==> config.mk <==
export PLATFORM = sky130hd
export DESIGN_NAME = storage_bridge_config_decoder
export DESIGN_NICKNAME = d
export VERILOG_FILES = /design/src/cfg_decoder_pkg.sv /design/src/serial_word_reader.sv /design/src/storage_bridge_config_decoder.sv
export SDC_FILE = /design/constraint.sdc
export NUM_CORES = 2
export LEC_CHECK = 0
export ABC_CLOCK_PERIOD_IN_PS = 5150
export BUFFER_PORTS_ARGS = -buffer_cell sky130_fd_sc_hd__buf_4
export CORE_MARGIN = 5
export CORE_UTILIZATION = 37
export CTS_BUF_LIST = sky130_fd_sc_hd__clkbuf_4 sky130_fd_sc_hd__clkbuf_8
export DETAILED_ROUTE_END_ITERATION = 6
export SYNTH_ARGS = -nofsm -noshare
export SYNTH_HDL_FRONTEND = slang
export SYNTH_SLANG_ARGS = --single-unit
==> constraint.sdc <==
create_clock -name sys_clk -period 5.15 [get_ports sys_clk]
set_input_delay 1.03 -clock sys_clk [delete_from_list [all_inputs] [get_ports sys_clk]]
set_output_delay 1.03 -clock sys_clk [all_outputs]
set_load 0.02 [all_outputs]
==> src/cfg_decoder_pkg.sv <==
// Constants, register map and configuration word layout for the configuration decoder
package cfg_decoder_pkg;

	// ==================================================
	// Clock and timing
	localparam int CLK_PERIOD_NS = 4;
	localparam int WAIT_UNIT_NS = 12_500_000;
	localparam int WAIT_UNIT_CYCLES = WAIT_UNIT_NS / CLK_PERIOD_NS;
	localparam int SRST_PULSE_NS = 5_000;
	localparam int SRST_PULSE_CYCLES = (SRST_PULSE_NS + CLK_PERIOD_NS - 1) / CLK_PERIOD_NS;
	localparam int SCL_QUARTER_NS = 1_248;
	localparam int SCL_QUARTER_CYCLES = (SCL_QUARTER_NS + CLK_PERIOD_NS - 1) / CLK_PERIOD_NS;
	localparam int FORMAT_SECTORS = 10;

	// ==================================================
	// Register map (byte addresses)
	localparam logic [11:0] REG_STATUS = 12'h000;
	localparam logic [11:0] REG_CONTROL = 12'h004;
	localparam logic [11:0] REG_OPQUERY = 12'h008;
	localparam logic [11:0] REG_XADDR = 12'h00C;
	localparam logic [11:0] REG_XDATA = 12'h010;
	localparam logic [11:0] PRAM_BASE = 12'h400;
	localparam logic [11:0] CFG_WORD_OFS = 12'h4DC;
	localparam logic [11:0] MAP_BASE_OFS = 12'h4E0;
	localparam logic [11:0] MAP_80_9F_OFS = 12'h4F0;
	localparam logic [11:0] MAP_A0_BF_OFS = 12'h4F4;
	localparam logic [11:0] MAP_C0_DF_OFS = 12'h4F8;
	localparam logic [11:0] MAP_E0_FF_OFS = 12'h4FC;
	localparam int PRAM_WORDS = 64;

	// Control register bits
	localparam int CTL_RELOAD_BIT = 0;
	localparam int CTL_CLR_ERR_BIT = 1;
	localparam int CTL_FETCH_BIT = 2;

	// ==================================================
	// Configuration word fields
	localparam int CFG_PW_BIT = 31;
	localparam int CFG_MD_BIT = 30;
	localparam int CFG_WAIT_BIT = 29;
	localparam int CFG_SR_BIT = 28;
	localparam int CFG_LI_BIT = 27;
	localparam int CFG_FU_BIT = 26;
	localparam int CFG_MO_BIT = 25;
	localparam int CFG_WTIME_LSB = 0;
	localparam int CFG_WTIME_W = 8;

	// ==================================================
	// Built-in per-opcode transfer modes, word 0 covers opcodes 00h-1Fh
	localparam logic [7:0][31:0] DEFAULT_MAP = {
		32'h4000_0000, 32'h0000_0000, 32'h04A0_0042, 32'h0000_0000,
		32'h0000_0000, 32'h0500_0000, 32'h00A0_0000, 32'h0000_0000};

	// ==================================================
	// Serial EEPROM
	localparam logic [6:0] EE_DEV_ADDR = 7'h50;
	localparam logic [15:0] EE_IMAGE_BASE = 16'h0000;
	localparam logic [31:0] RESET_WORD = 32'h0000_0000;

endpackage

==> src/serial_word_reader.sv <==
// Two-wire serial bus master that reads one 32-bit big-endian word from an EEPROM
`timescale 1ns/1ps
module serial_word_reader #(
	parameter int QUARTER_CYCLES = cfg_decoder_pkg::SCL_QUARTER_CYCLES
)(
	// Clock and reset
	input wire logic sys_clk,
	input wire logic sys_rst,
	// Request
	input wire logic start,
	input wire logic [15:0] byte_addr,
	output logic busy,
	output logic done,
	output logic ack_error,
	output logic [31:0] word,
	// Bus pins
	output logic scl,
	input wire logic sda_in,
	output logic sda_out,
	output logic sda_oe
);
	import cfg_decoder_pkg::*;

	typedef enum logic [2:0] {ST_IDLE, ST_START, ST_WBIT, ST_WACK, ST_RSTART, ST_RBIT, ST_RACK, ST_STOP} rd_state_t;

	rd_state_t state_reg;
	logic [15:0] div_reg;
	logic [1:0] q_reg;
	logic [2:0] bit_reg;
	logic [1:0] wbyte_reg;
	logic [1:0] rbyte_reg;
	logic [7:0] sh_reg;
	logic [15:0] addr_reg;
	logic sda_s1_reg;
	logic sda_s2_reg;
	logic scl_next;
	logic tick;

	assign tick = (div_reg == 16'(QUARTER_CYCLES - 1));
	assign busy = (state_reg != ST_IDLE);
	assign sda_out = 1'b0;

	// SCL high in the last two quarters of a bit; SDA only moves while SCL stands still
	always_comb
	begin
		unique case (state_reg)
			ST_IDLE: scl_next = 1'b1;
			ST_START: scl_next = (q_reg == 2'd0);
			ST_STOP: scl_next = (q_reg != 2'd3) ? (q_reg != 2'd0) : 1'b1;
			default: scl_next = (q_reg == 2'd1) || (q_reg == 2'd2);
		endcase
	end

	always_ff @(posedge sys_clk)
	begin
		sda_s1_reg <= sda_in;
		sda_s2_reg <= sda_s1_reg;
	end

	always_ff @(posedge sys_clk)
	begin
		if (sys_rst)
		begin
			state_reg <= ST_IDLE;
			div_reg <= '0;
			q_reg <= '0;
			bit_reg <= '0;
			wbyte_reg <= '0;
			rbyte_reg <= '0;
			sh_reg <= '0;
			addr_reg <= '0;
			word <= RESET_WORD;
			done <= 1'b0;
			ack_error <= 1'b0;
			scl <= 1'b1;
			sda_oe <= 1'b0;
		end
		else
		begin
			done <= 1'b0;
			if (state_reg == ST_IDLE)
			begin
				div_reg <= '0;
				q_reg <= '0;
				if (start)
				begin
					state_reg <= ST_START;
					addr_reg <= byte_addr;
					ack_error <= 1'b0;
				end
			end
			else if (!tick)
				div_reg <= div_reg + 16'd1;
			else
			begin
				div_reg <= '0;
				q_reg <= q_reg + 2'd1;
				scl <= scl_next;
				unique case (state_reg)
					ST_START:
					begin
						sda_oe <= 1'b1;
						if (q_reg == 2'd3)
						begin
							state_reg <= ST_WBIT;
							sh_reg <= {EE_DEV_ADDR, 1'b0};
							wbyte_reg <= 2'd0;
							bit_reg <= '0;
						end
					end
					ST_WBIT:
					begin
						if (q_reg == 2'd0)
							sda_oe <= ~sh_reg[7];
						if (q_reg == 2'd3)
						begin
							sh_reg <= {sh_reg[6:0], 1'b0};
							bit_reg <= bit_reg + 3'd1;
							if (bit_reg == 3'd7)
								state_reg <= ST_WACK;
						end
					end
					ST_WACK:
					begin
						if (q_reg == 2'd0)
							sda_oe <= 1'b0;
						if (q_reg == 2'd2 && sda_s2_reg)
							ack_error <= 1'b1;
						if (q_reg == 2'd3)
						begin
							wbyte_reg <= wbyte_reg + 2'd1;
							unique case (wbyte_reg)
								2'd0:
								begin
									sh_reg <= addr_reg[15:8];
									state_reg <= ST_WBIT;
								end
								2'd1:
								begin
									sh_reg <= addr_reg[7:0];
									state_reg <= ST_WBIT;
								end
								2'd2: state_reg <= ST_RSTART;
								2'd3:
								begin
									rbyte_reg <= 2'd0;
									state_reg <= ST_RBIT;
								end
							endcase
						end
					end
					ST_RSTART:
					begin
						sda_oe <= (q_reg >= 2'd2);
						if (q_reg == 2'd3)
						begin
							sh_reg <= {EE_DEV_ADDR, 1'b1};
							state_reg <= ST_WBIT;
						end
					end
					ST_RBIT:
					begin
						if (q_reg == 2'd0)
							sda_oe <= 1'b0;
						if (q_reg == 2'd2)
							sh_reg <= {sh_reg[6:0], sda_s2_reg};
						if (q_reg == 2'd3)
						begin
							bit_reg <= bit_reg + 3'd1;
							if (bit_reg == 3'd7)
								state_reg <= ST_RACK;
						end
					end
					ST_RACK:
					begin
						if (q_reg == 2'd0)
						begin
							sda_oe <= (rbyte_reg != 2'd3);
							word <= {word[23:0], sh_reg};
						end
						if (q_reg == 2'd3)
						begin
							rbyte_reg <= rbyte_reg + 2'd1;
							state_reg <= (rbyte_reg == 2'd3) ? ST_STOP : ST_RBIT;
						end
					end
					ST_STOP:
					begin
						sda_oe <= (q_reg <= 2'd1);
						if (q_reg == 2'd3)
						begin
							state_reg <= ST_IDLE;
							done <= 1'b1;
						end
					end
					default: state_reg <= ST_IDLE;
				endcase
			end
		end
	end
endmodule

==> src/storage_bridge_config_decoder.sv <==
// Configuration image loader, option decoder, drive power-up sequencer and transfer mode selector
`timescale 1ns/1ps
// Behaviour
// - Password bit set: every host login needs password authentication
// - Mode map disabled: built-in per-opcode modes, map words may be absent
// - Per-opcode mode selection applies only to packet-command drives
// - Wait bit set: delay initialization by wait time times 12.5 ms
// - Soft reset bit set: soft reset the drive before initialization
// - Login-gated: power enable low, initialization deferred until host login
// - Login-gated: host logoff drops drive power enable again
// - Format bit set: format zeroes first and last ten sectors; here the bit only drives format_support_enable, no sectors are zeroed
// - Password bit set: password/mode field is password data, not a map
// - Map bit for opcode N: byte E0h msb is opcode 00h onward
// - Map bit one selects fastest DMA, zero selects fastest PIO
// - Both bits clear: password/mode field ignored as reserved
// - Configuration image held in on-chip RAM for host requests
// - Further image words fetched on demand from external serial ROM
// - Parameter RAM visible as one contiguous register window
module storage_bridge_config_decoder #(
	parameter int WAIT_UNIT = cfg_decoder_pkg::WAIT_UNIT_CYCLES,
	parameter int SRST_CYCLES = cfg_decoder_pkg::SRST_PULSE_CYCLES,
	parameter int QUARTER_CYCLES = cfg_decoder_pkg::SCL_QUARTER_CYCLES,
	parameter int RAM_WORDS = cfg_decoder_pkg::PRAM_WORDS
)(
	// Clock and reset
	input wire logic sys_clk,
	input wire logic sys_rst,
	// Register port
	input wire logic [11:0] reg_addr,
	input wire logic [31:0] reg_wdata,
	input wire logic reg_wr,
	input wire logic reg_rd,
	output logic [31:0] reg_rdata,
	// Serial EEPROM
	output logic ee_scl,
	input wire logic ee_sda_in,
	output logic ee_sda_out,
	output logic ee_sda_oe,
	// Drive control
	input wire logic atapi_device,
	output logic drive_power_enable,
	output logic drive_soft_reset,
	output logic drive_init_start,
	// Host session events
	input wire logic login_event,
	input wire logic logoff_event,
	output logic login_auth_required,
	// Per-command transfer mode
	input wire logic [7:0] cmd_opcode,
	input wire logic cmd_valid,
	output logic cmd_mode_valid,
	output logic cmd_mode_apply,
	output logic cmd_use_dma,
	// Decoded options
	output logic format_support_enable,
	output logic magneto_optical_support,
	output logic password_field_valid,
	output logic config_error_event
);
	import cfg_decoder_pkg::*;

	typedef enum logic [2:0] {SEQ_LOAD, SEQ_LOADWAIT, SEQ_CHECK, SEQ_DELAY, SEQ_SRST, SEQ_LOGIN, SEQ_INIT,
		SEQ_RUN} seq_state_t;

	localparam int RAM_AW = $clog2(RAM_WORDS);
	localparam logic [RAM_AW-1:0] CFG_IDX = RAM_AW'((CFG_WORD_OFS - PRAM_BASE) >> 2);
	localparam logic [RAM_AW-1:0] MAP_IDX = RAM_AW'((MAP_BASE_OFS - PRAM_BASE) >> 2);
	localparam logic [RAM_AW-1:0] LAST_IDX = RAM_AW'(RAM_WORDS - 1);

	// ==================================================
	// State
	logic [31:0] pram [RAM_WORDS];
	seq_state_t seq_reg;
	logic [RAM_AW-1:0] load_idx_reg;
	logic [31:0] cfg_reg;
	logic [31:0] unit_cnt_reg;
	logic [CFG_WTIME_W-1:0] units_left_reg;
	logic cfg_err_reg;
	logic load_err_reg;
	logic loaded_reg;
	logic fetch_busy_reg;
	logic fetch_err_reg;
	logic fetch_owned_reg;
	logic [15:0] xaddr_reg;
	logic [31:0] xdata_reg;
	logic [7:0] query_op_reg;
	logic power_reg;

	// ==================================================
	// Serial reader sharing between image load and on-demand fetch
	logic rd_start;
	logic [15:0] rd_addr;
	logic rd_busy;
	logic rd_done;
	logic rd_err;
	logic [31:0] rd_word;
	logic load_issue;
	logic fetch_issue;

	assign load_issue = (seq_reg == SEQ_LOAD) && !rd_busy;
	assign fetch_issue = fetch_busy_reg && !fetch_owned_reg && !rd_busy && (seq_reg != SEQ_LOAD) &&
		(seq_reg != SEQ_LOADWAIT);
	assign rd_start = load_issue || fetch_issue;
	assign rd_addr = load_issue ? (EE_IMAGE_BASE + {load_idx_reg, 2'b00}) : xaddr_reg;

	serial_word_reader #(
		.QUARTER_CYCLES(QUARTER_CYCLES)
	) u_reader (
		.sys_clk(sys_clk),
		.sys_rst(sys_rst),
		.start(rd_start),
		.byte_addr(rd_addr),
		.busy(rd_busy),
		.done(rd_done),
		.ack_error(rd_err),
		.word(rd_word),
		.scl(ee_scl),
		.sda_in(ee_sda_in),
		.sda_out(ee_sda_out),
		.sda_oe(ee_sda_oe)
	);

	// ==================================================
	// Option decode
	logic pw_bit;
	logic md_bit;
	logic wait_bit;
	logic sr_bit;
	logic li_bit;
	logic [CFG_WTIME_W-1:0] wait_time;
	logic [31:0] new_cfg;
	logic new_cfg_bad;

	assign pw_bit = cfg_reg[CFG_PW_BIT];
	assign md_bit = cfg_reg[CFG_MD_BIT];
	assign wait_bit = cfg_reg[CFG_WAIT_BIT];
	assign sr_bit = cfg_reg[CFG_SR_BIT];
	assign li_bit = cfg_reg[CFG_LI_BIT];
	assign wait_time = cfg_reg[CFG_WTIME_LSB +: CFG_WTIME_W];
	assign new_cfg = pram[CFG_IDX];
	assign new_cfg_bad = (new_cfg[CFG_PW_BIT] && new_cfg[CFG_MD_BIT]) ||
		(new_cfg[CFG_LI_BIT] && (new_cfg[CFG_WAIT_BIT] || new_cfg[CFG_SR_BIT]));

	// ==================================================
	// Transfer mode lookup
	logic [31:0] map_word_ram;
	logic [31:0] map_word_def;
	logic [4:0] map_bitpos;
	logic map_bit;
	logic map_bit_q;

	assign map_word_ram = pram[MAP_IDX + RAM_AW'(cmd_opcode[7:5])];
	assign map_word_def = DEFAULT_MAP[cmd_opcode[7:5]];
	assign map_bitpos = 5'd31 - cmd_opcode[4:0];
	// Password data is never read as a map; defaults rule otherwise
	assign map_bit = (md_bit && !pw_bit) ? map_word_ram[map_bitpos] : map_word_def[map_bitpos];
	assign map_bit_q = (md_bit && !pw_bit) ? pram[MAP_IDX + RAM_AW'(query_op_reg[7:5])][5'd31 - query_op_reg[4:0]]
		: DEFAULT_MAP[query_op_reg[7:5]][5'd31 - query_op_reg[4:0]];

	always_ff @(posedge sys_clk)
	begin
		if (sys_rst)
		begin
			cmd_mode_valid <= 1'b0;
			cmd_mode_apply <= 1'b0;
			cmd_use_dma <= 1'b0;
		end
		else
		begin
			cmd_mode_valid <= cmd_valid;
			cmd_mode_apply <= cmd_valid && atapi_device;
			cmd_use_dma <= cmd_valid && atapi_device && map_bit;
		end
	end

	// ==================================================
	// Register decode
	logic wr_ctl;
	logic wr_query;
	logic wr_xaddr;
	logic in_window;
	logic [RAM_AW-1:0] win_idx;
	logic [31:0] status_word;
	logic [31:0] rd_mux;

	assign wr_ctl = reg_wr && (reg_addr[11:2] == REG_CONTROL[11:2]);
	assign wr_query = reg_wr && (reg_addr[11:2] == REG_OPQUERY[11:2]);
	assign wr_xaddr = reg_wr && (reg_addr[11:2] == REG_XADDR[11:2]);
	assign in_window = (reg_addr >= PRAM_BASE) && ({2'b00, reg_addr[11:2]} < {2'b00, PRAM_BASE[11:2]} + 12'(RAM_WORDS));
	assign win_idx = RAM_AW'(reg_addr[11:2] - PRAM_BASE[11:2]);
	assign status_word = {20'h0_0000, fetch_err_reg, fetch_busy_reg, load_err_reg, loaded_reg, cfg_err_reg,
		power_reg, 3'(seq_reg), password_field_valid, atapi_device, md_bit && !pw_bit};
	assign rd_mux = in_window ? pram[win_idx] :
		(reg_addr[11:2] == REG_STATUS[11:2]) ? status_word :
		(reg_addr[11:2] == REG_OPQUERY[11:2]) ? {23'h00_0000, map_bit_q, query_op_reg} :
		(reg_addr[11:2] == REG_XADDR[11:2]) ? {16'h0000, xaddr_reg} :
		(reg_addr[11:2] == REG_XDATA[11:2]) ? xdata_reg : 32'h0000_0000;

	always_ff @(posedge sys_clk)
	begin
		if (sys_rst)
			reg_rdata <= 32'h0000_0000;
		else if (reg_rd)
			reg_rdata <= rd_mux;
	end

	always_ff @(posedge sys_clk)
	begin
		if (sys_rst)
		begin
			query_op_reg <= 8'h00;
			xaddr_reg <= 16'h0000;
		end
		else
		begin
			if (wr_query)
				query_op_reg <= reg_wdata[7:0];
			if (wr_xaddr && !fetch_busy_reg)
				xaddr_reg <= reg_wdata[15:0];
		end
	end

	// ==================================================
	// On-demand fetch from the external ROM

	always_ff @(posedge sys_clk)
	begin
		if (sys_rst)
		begin
			fetch_busy_reg <= 1'b0;
			fetch_owned_reg <= 1'b0;
			fetch_err_reg <= 1'b0;
			xdata_reg <= RESET_WORD;
		end
		else
		begin
			if (fetch_issue)
				fetch_owned_reg <= 1'b1;
			if (rd_done && fetch_owned_reg)
			begin
				fetch_owned_reg <= 1'b0;
				fetch_busy_reg <= 1'b0;
				fetch_err_reg <= rd_err;
				xdata_reg <= rd_word;
			end
			else if (wr_ctl && reg_wdata[CTL_FETCH_BIT])
				fetch_busy_reg <= 1'b1;
		end
	end

	// ==================================================
	// Parameter RAM fill
	always_ff @(posedge sys_clk)
	begin
		if ((seq_reg == SEQ_LOADWAIT) && rd_done && !fetch_owned_reg)
			pram[load_idx_reg] <= rd_word;
	end

	// ==================================================
	// Power-up sequencer
	logic reload_req;
	logic err_clear;

	assign reload_req = wr_ctl && reg_wdata[CTL_RELOAD_BIT] && ((seq_reg == SEQ_RUN) || (seq_reg == SEQ_LOGIN));
	assign err_clear = wr_ctl && reg_wdata[CTL_CLR_ERR_BIT];

	always_ff @(posedge sys_clk)
	begin
		if (sys_rst)
		begin
			seq_reg <= SEQ_LOAD;
			load_idx_reg <= '0;
			cfg_reg <= RESET_WORD;
			unit_cnt_reg <= '0;
			units_left_reg <= '0;
			load_err_reg <= 1'b0;
			loaded_reg <= 1'b0;
			power_reg <= 1'b0;
			drive_soft_reset <= 1'b0;
			drive_init_start <= 1'b0;
		end
		else
		begin
			drive_init_start <= 1'b0;
			unique case (seq_reg)
				SEQ_LOAD:
					if (load_issue)
						seq_reg <= SEQ_LOADWAIT;
				SEQ_LOADWAIT:
					if (rd_done && !fetch_owned_reg)
					begin
						load_err_reg <= load_err_reg || rd_err;
						load_idx_reg <= load_idx_reg + RAM_AW'(1);
						seq_reg <= (load_idx_reg == LAST_IDX) ? SEQ_CHECK : SEQ_LOAD;
					end
				SEQ_CHECK:
				begin
					cfg_reg <= new_cfg;
					loaded_reg <= 1'b1;
					unit_cnt_reg <= '0;
					units_left_reg <= new_cfg[CFG_WTIME_LSB +: CFG_WTIME_W];
					power_reg <= !new_cfg[CFG_LI_BIT];
					if (new_cfg[CFG_LI_BIT])
						seq_reg <= SEQ_LOGIN;
					else if (new_cfg[CFG_WAIT_BIT])
						seq_reg <= SEQ_DELAY;
					else if (new_cfg[CFG_SR_BIT])
						seq_reg <= SEQ_SRST;
					else
						seq_reg <= SEQ_INIT;
				end
				SEQ_DELAY:
					if (units_left_reg == '0)
					begin
						unit_cnt_reg <= '0;
						seq_reg <= sr_bit ? SEQ_SRST : SEQ_INIT;
					end
					else if (unit_cnt_reg == 32'(WAIT_UNIT - 1))
					begin
						unit_cnt_reg <= '0;
						units_left_reg <= units_left_reg - CFG_WTIME_W'(1);
					end
					else
						unit_cnt_reg <= unit_cnt_reg + 32'd1;
				SEQ_SRST:
				begin
					drive_soft_reset <= 1'b1;
					if (unit_cnt_reg == 32'(SRST_CYCLES))
					begin
						drive_soft_reset <= 1'b0;
						seq_reg <= SEQ_INIT;
					end
					else
						unit_cnt_reg <= unit_cnt_reg + 32'd1;
				end
				SEQ_LOGIN:
				begin
					power_reg <= 1'b0;
					if (reload_req)
					begin
						load_idx_reg <= '0;
						seq_reg <= SEQ_LOAD;
					end
					else if (login_event)
					begin
						power_reg <= 1'b1;
						seq_reg <= SEQ_INIT;
					end
				end
				SEQ_INIT:
				begin
					drive_init_start <= 1'b1;
					seq_reg <= SEQ_RUN;
				end
				SEQ_RUN:
					if (reload_req)
					begin
						load_idx_reg <= '0;
						power_reg <= 1'b0;
						seq_reg <= SEQ_LOAD;
					end
					else if (li_bit && logoff_event)
					begin
						power_reg <= 1'b0;
						seq_reg <= SEQ_LOGIN;
					end
			endcase
		end
	end

	// ==================================================
	// Configuration error flag and session outputs
	logic bad_event;

	assign bad_event = (seq_reg == SEQ_CHECK) && new_cfg_bad;

	always_ff @(posedge sys_clk)
	begin
		if (sys_rst)
		begin
			cfg_err_reg <= 1'b0;
			config_error_event <= 1'b0;
			login_auth_required <= 1'b0;
		end
		else
		begin
			config_error_event <= bad_event;
			// A new error wins over a clear in the same cycle
			cfg_err_reg <= bad_event || (cfg_err_reg && !err_clear);
			login_auth_required <= login_event && pw_bit && loaded_reg;
		end
	end

	assign drive_power_enable = power_reg;
	assign format_support_enable = cfg_reg[CFG_FU_BIT];
	assign magneto_optical_support = cfg_reg[CFG_MO_BIT];
	assign password_field_valid = pw_bit;
endmodule

## After elaboration in Yosys (flattened, before gate mapping)

Memory sizes are Yosys's and may differ from the RTL's. A register that Yosys moved wholly into a read port is not among the register bits.
Index checks and enable logic that the tools add are counted.

| storage, ports and cells | value |
|---|---|
| register bits after elaboration | 273 |
| bits in writable memories | 2048 |
| ROM bits | 512 |
| output and inout port bits | 46 |
| logic and storage cells | 313 |
| memories kept | 3 |

| cells by class | value |
|---|---|
| add/sub/neg operators | 13 |
| magnitude comparators | 8 |
| equality and inequality tests | 64 |
| muxes and demuxes | 95 |
| bitwise gates (word level) | 4 |
| reductions and logical operators | 88 |

Memory list:

| memory | depth | bits a word | read ports | clocked after memory_dff | write ports | RTL line | text |
|---|---|---|---|---|---|---|---|
| pram | 64 | 32 | 4 | 0 | 1 | storage_bridge_config_decoder.sv:72 | `logic [31:0] pram [RAM_WORDS];` |
| (no name shown) | 8 | 32 | 1 | 1 | 0 | storage_bridge_config_decoder.sv:158 | `: DEFAULT_MAP[query_op_reg[7:5]][5'd31 - query_op_reg[4:0]];` |
| (no name shown) | 8 | 32 | 1 | 0 | 0 | storage_bridge_config_decoder.sv:153 | `assign map_word_def = DEFAULT_MAP[cmd_opcode[7:5]];` |

Operators with widths:

| cell | number |
|---|---|
| two-way mux 32 bit | 10 |
| one-hot mux 32 bit (3 select lines) | 1 |
| two-way mux 3 bit | 24 |
| two-way mux 8 bit | 7 |
| one-hot mux 8 bit (5 select lines) | 1 |
| adder 32 x 1 -> 32 bit, second input constant | 1 |
| == test 32 x 11 -> 1 bit, second input constant | 1 |
| == test 32 x 22 -> 1 bit, second input constant | 1 |
| one-hot mux 8 bit (2 select lines) | 2 |
| inequality test 3 x 1 -> 1 bit, second input constant | 10 |
| logical AND 1 bit | 29 |
| == test 3 bit, second input constant | 9 |
| inequality test 2 x 1 -> 1 bit, second input constant | 13 |
| two-way mux 1 bit | 24 |
| one-hot mux 3 bit (8 select lines) | 1 |
| binary-select mux 1 bit (select 5 bit) | 4 |
| == test 10 x 2 -> 1 bit, second input constant | 2 |
| two-way mux 2 bit | 9 |
| inequality test 2 bit, second input constant | 9 |
| one-hot mux 3 bit (6 select lines) | 1 |
| AND reduction 6 bit | 3 |
| nonzero test 2 bit | 9 |
| adder 16 x 1 -> 16 bit, second input constant | 1 |
| == test 16 x 9 -> 1 bit, second input constant | 1 |
| 50 further kinds | 99 |

## Longest topological paths before layout

| depth | value |
|---|---|
| word-level depth | 8 |
| gate-level depth with buffers | 12 |
| mapped depth without buffers | 9 |

## By module

From an unflattened synthesis, not the netlist that was laid out.

| unflattened totals | value |
|---|---|
| cell total of the unflattened synthesis | 4915 |
| area, all modules | 94333.0 um^2 |

By module, submodules not included:

| module | instances | cells an instance | area each (um^2) | sequential area each (um^2) |
|---|---|---|---|---|
| storage_bridge_config_decoder | 1 | 4395 | 89772.3 | 64742.1 |
| serial_word_reader | 1 | 520 | 4560.6 | 1801.7 |

## Least setup slack after synthesis

No wires, ideal clock.

| path | value |
|---|---|
| kind | register -> register |
| start point | reg seq_reg[0] |
| end point | mem pram[47][0] (enable) |
| data arrival time | 2871 ps |
| required time | 4729 ps |
| path slack | 1858 ps |
| cell stages (with the launch flop) | 6 |
| buffers on the path | 1 |
| clock period less this slack | 3292 ps |
| cells stage by stage | dfxtp_1 -> clkbuf_1 -> nand3b_1 -> nor3_1 -> nand4_1 -> nor2_1 |

| between the ends | value |
|---|---|
| cells in the longest elaborated chain, start to end | 5 |

RTL lines:

| what | RTL line | text |
|---|---|---|
| start: declaration | storage_bridge_config_decoder.sv:73 | `seq_state_t seq_reg;` |
| start signal: assignment | storage_bridge_config_decoder.sv:294 | `seq_reg <= (load_idx_reg == LAST_IDX) ? SEQ_CHECK : SEQ_LOAD;` |
| start signal: assignment | storage_bridge_config_decoder.sv:316 | `seq_reg <= sr_bit ? SEQ_SRST : SEQ_INIT;` |
| == test 3 x 1 -> 1 bit | storage_bridge_config_decoder.sv:255 | `if ((seq_reg == SEQ_LOADWAIT) && rd_done && !fetch_owned_reg)` |
| logical AND 1 bit (2 in series) | storage_bridge_config_decoder.sv:255 |  |
| two-way mux 1 bit | storage_bridge_config_decoder.sv:255 |  |
| two-way mux 1 bit (implied by the code) | storage_bridge_config_decoder.sv:256 | `pram[load_idx_reg] <= rd_word;` |
| end: declaration | storage_bridge_config_decoder.sv:72 |  |

No other way between the ends.

## Worst setup path in the final report

| path | value |
|---|---|
| start point | reg seq_reg[1] |
| end point | mem pram[11][17] (enable) |

The elaborated chain is that of the path after synthesis.

==> results.yml <==
status:
  status: "complete, but fails checks"
  violations: "design-rule violations"
clock_tree:
  cts_setup_buffers: 0
  cts.sinks: 2300
  cts_buffer_depth: 4
  clkTransAtPathRegs_ns: 0.06
  cts-root-buf: "clkbuf_8"
  ctsHtreeMaxLevel: 5
  cts_buffers: 386
  worstSkewPairLatency_ns: 1.08
  cts_resized: 0
  cts_tree: "built"
  hold_buffers: 0
timing:
  fin_setup_tns_ns: 0
  post-route-min-period_ns: 4.09
  fmax_mhz: 244
  timing.slew.headroom: 0.0964
  whs_ns: 0.114
  finalCritPeriodShare: 0.795
  rsz0062_at_grt: "false"
  setup_violations: 0
  finalHoldViolations: 0
  layout_setup_ws_ns: 1.06
  fin_skew_ns: 0.0668
  drv_slew: 0
  tightest_slew_ns: 1.36
pwr:
  clock_power_share: 0.415
  p_leak_uw: 0.0337
  internal-power_uw: 29200
  power.switching_uw: 8300
  p_comb_frac: 0.050
  ir_drop_v: 0.000286
  powerDensity_nw_per_um2: 352
  swShare: 0.221
  sequentialPowerShare: 0.535
synthesis:
  synth_common_cells: "edfxtp_1 (2048), mux4_2 (747), nand2_1 (320), dfxtp_1 (252), nor2_1 (234)"
  synth.top_cell.area_share: 0.658
  yosysUniqueCellTypes: 71
  ys_seq_elements: 2300
  synth_edf_count: 2048
  yosys_warnings: 0
  syn_inst: 4816
  seq_area_frac_synth: 0.712
  synth_flop_cell: "edfxtp_1"
  postSynthAreaPerCell_um2: 19.4
  synth.area.top_cells: "edfxtp_1 (66%), mux4_2 (18%), dfxtp_1 (5.4%)"
  synth_nets: 4895
  async_reset_ff_frac: 0
  netlist.top_cell.by_area: "edfxtp_1"
  synth.most_common_cell: "edfxtp_1"
  syn_area_um2: 93500
grt:
  overflow: 0
  grt_max_degree: 75
  antenna_found_initial: 15
  grt_pass1_vias: 50800
  track_usage: 0.194
  grt_pass1_wl_um: 371000
setup_path:
  crit_buf_inv: 2
  r2r-start: "seq_reg[1]$_SDFFE_PP0P_"
  regToRegEndpoint: "pram[11][17]$_DFFE_PP_"
  crit_top_cell: "buf_4"
  cp-start-kind: "register"
  cp.required_ns: 5.85
  critPathArrivalTime_ns: 4.79
  cp.depth: 5
  crit_fanout: 22
  end_kind: "register"
  cpMaxStageDelayCell: "nor2_4"
  crit_chain: "nor3_1 -> buf_4 -> nand3_1 -> nor2_4 -> buf_4"
  r2r_cells: 5
  crit_family: "simple AND/OR/NAND/NOR gates"
  max_stage_delay_ns: 1.23
  setup.worst_path.class: "reg -> reg"
  reg2reg_slack_ns: 1.06
die:
  die_h_um: 513
  die_w_um: 513
  row_count: 184
  io_pins: 107
  die_area_um2: 263000
  core_area_um2: 251000
  initial_core_util: 0.372
run:
  max_cap_viol_count: 0
placement:
  dp_cells: 8178
  numPortBuffers: 87
  routabilityCongestion: 0.893
  dp_hpwl_um: 152000
  dp_slack_ns: 0.719
layout:
  largest_register: "pram"
  final_cells: 8852
  final_util: 0.425
  syn_to_final_growth_pct: 14.1
  nFillCells: 21900
  largest_reg_flops: 2048
  fin_nets: 5297
  drive_gt1_frac: 0.328
hold_path:
  hold_path.class: "in -> reg"
  min_to: "u_reader.sda_s1_reg$_DFF_P_"
  worstHoldPathCells: 1
  min_from: "ee_sda_in"
drt:
  num_vias: 50500
  postRouteAntennaNets: 0
  drc: 1
  wl_per_cell_um: 29.4
  first_iter_violations: 5667
  wl_um: 260000
  drt_pass1_iterations: 7
  viasPerCell: 5.71
[stage by stage]
stage,power (uW),cell area [um2]
final,37500,107000
after floorplan,21700,93500
after global placement,22400,99500
after CTS,37800,107000
after global routing,38800,107000
after detailed placement,22400,99500
[metal layers]
layer,share of wire,track usage
met5,0.000085,0
met4,0.033,0.0641
met3,0.085,0.0415
met2,0.48,0.309
met1,0.40,0.266
[cells in the final DEF, fill, tap and decap left out, types with 9 or more instances in the layout]
cell	instances
nand4_1	24
o2111ai_1	9
dfxtp_2	33
inv_1	23
mux2i_1	80
nor2_4	64
xor2_1	25
and4_1	13
nor2_1	170
a311oi_1	19
and2_1	16
nand3_1	43
nor3_1	49
edfxtp_1	2048
o21ai_0	76
a22oi_1	60
clkinv_1	77
nand2_1	320
a21oi_1	187
nand2b_1	16
xnor2_1	15
o22ai_1	10
and3_1	10
mux4_2	747
ha_1	18
or3_1	12
clkbuf_4	148
nor2b_1	22
a211oi_1	11
clkbuf_8	402
mux2_2	17
buf_12	22
dfxtp_1	217
clkinv_2	29
buf_4	292
nor4_1	12
o211ai_1	10
o221a_1	11
a22o_1	11
[power by group through the flow]
| stage | logic, uW | registers [uW] | clock network (uW) |
|---|---|---|---|
| after detailed placement | 1890 | 20500 | 0 |
| after global placement | 1880 | 20500 | 0 |
| after floorplan | 1250 | 20500 | 0 |
| after CTS | 1890 | 20100 | 15900 |
| final | 1890 | 20100 | 15600 |
| after global routing | 2000 | 20100 | 16800 |
[layout make-up]
class | count | area [um2] | share of cell area
repair buffers | 319 | 2700 | 0.0253
diodes | 7 | 17.5 | 0.000164
clock inverters | 117 | 602 | 0.00564
multi-input cells | 2186 | 25900 | 0.243
well taps | 3348 | 4190 | 0.0393
clock buffers | 550 | 6640 | 0.0623
flip-flops and latches | 2300 | 66600 | 0.624
inverters | 25 | 93.8 | 0.000879
[worst reg2reg max path, cell delays in order (launching register included)]
cell     delay, ns
dfxtp_1       0.51
nor3_1        0.36
buf_4         0.25
nand3_1       0.91
nor2_4        1.23
buf_4         0.45
[kinds of logic (layout without fill, tap and decap cells)]
group / Yosys count / count (layout) / synth area share
AO/OA/AOI/OAI: 451 / 451 / 0.0306
XOR/XNOR: 40 / 40 / 0.00375
adder cells (fa/ha/maj): 18 / 18 / 0.00241
buffers and inverters: 330 / 1011 / 0.0171
flip-flops: 2300 / 2300 / 0.712
multiplexers: 860 / 860 / 0.195
other: 1 / 8 / 0.0000401
AND/OR/NAND/NOR: 816 / 816 / 0.0397
[worst max path at each step]
stage	start	endpoint	slack [ns]
CTS	seq_reg[1]$_SDFFE_PP0P_	pram[11][17]$_DFFE_PP_	1.14
detailed placement	reg_addr[2]	reg_rdata[31]$_SDFFE_PP0P_	0.72
floorplan	seq_reg[0]$_SDFFE_PP0P_	pram[47][0]$_DFFE_PP_	1.86
global route	seq_reg[1]$_SDFFE_PP0P_	pram[11][17]$_DFFE_PP_	0.99
finish	seq_reg[1]$_SDFFE_PP0P_	pram[11][17]$_DFFE_PP_	1.06
global placement	reg_addr[2]	reg_rdata[31]$_SDFFE_PP0P_	0.73
Power figures use the tool's default switching activity.
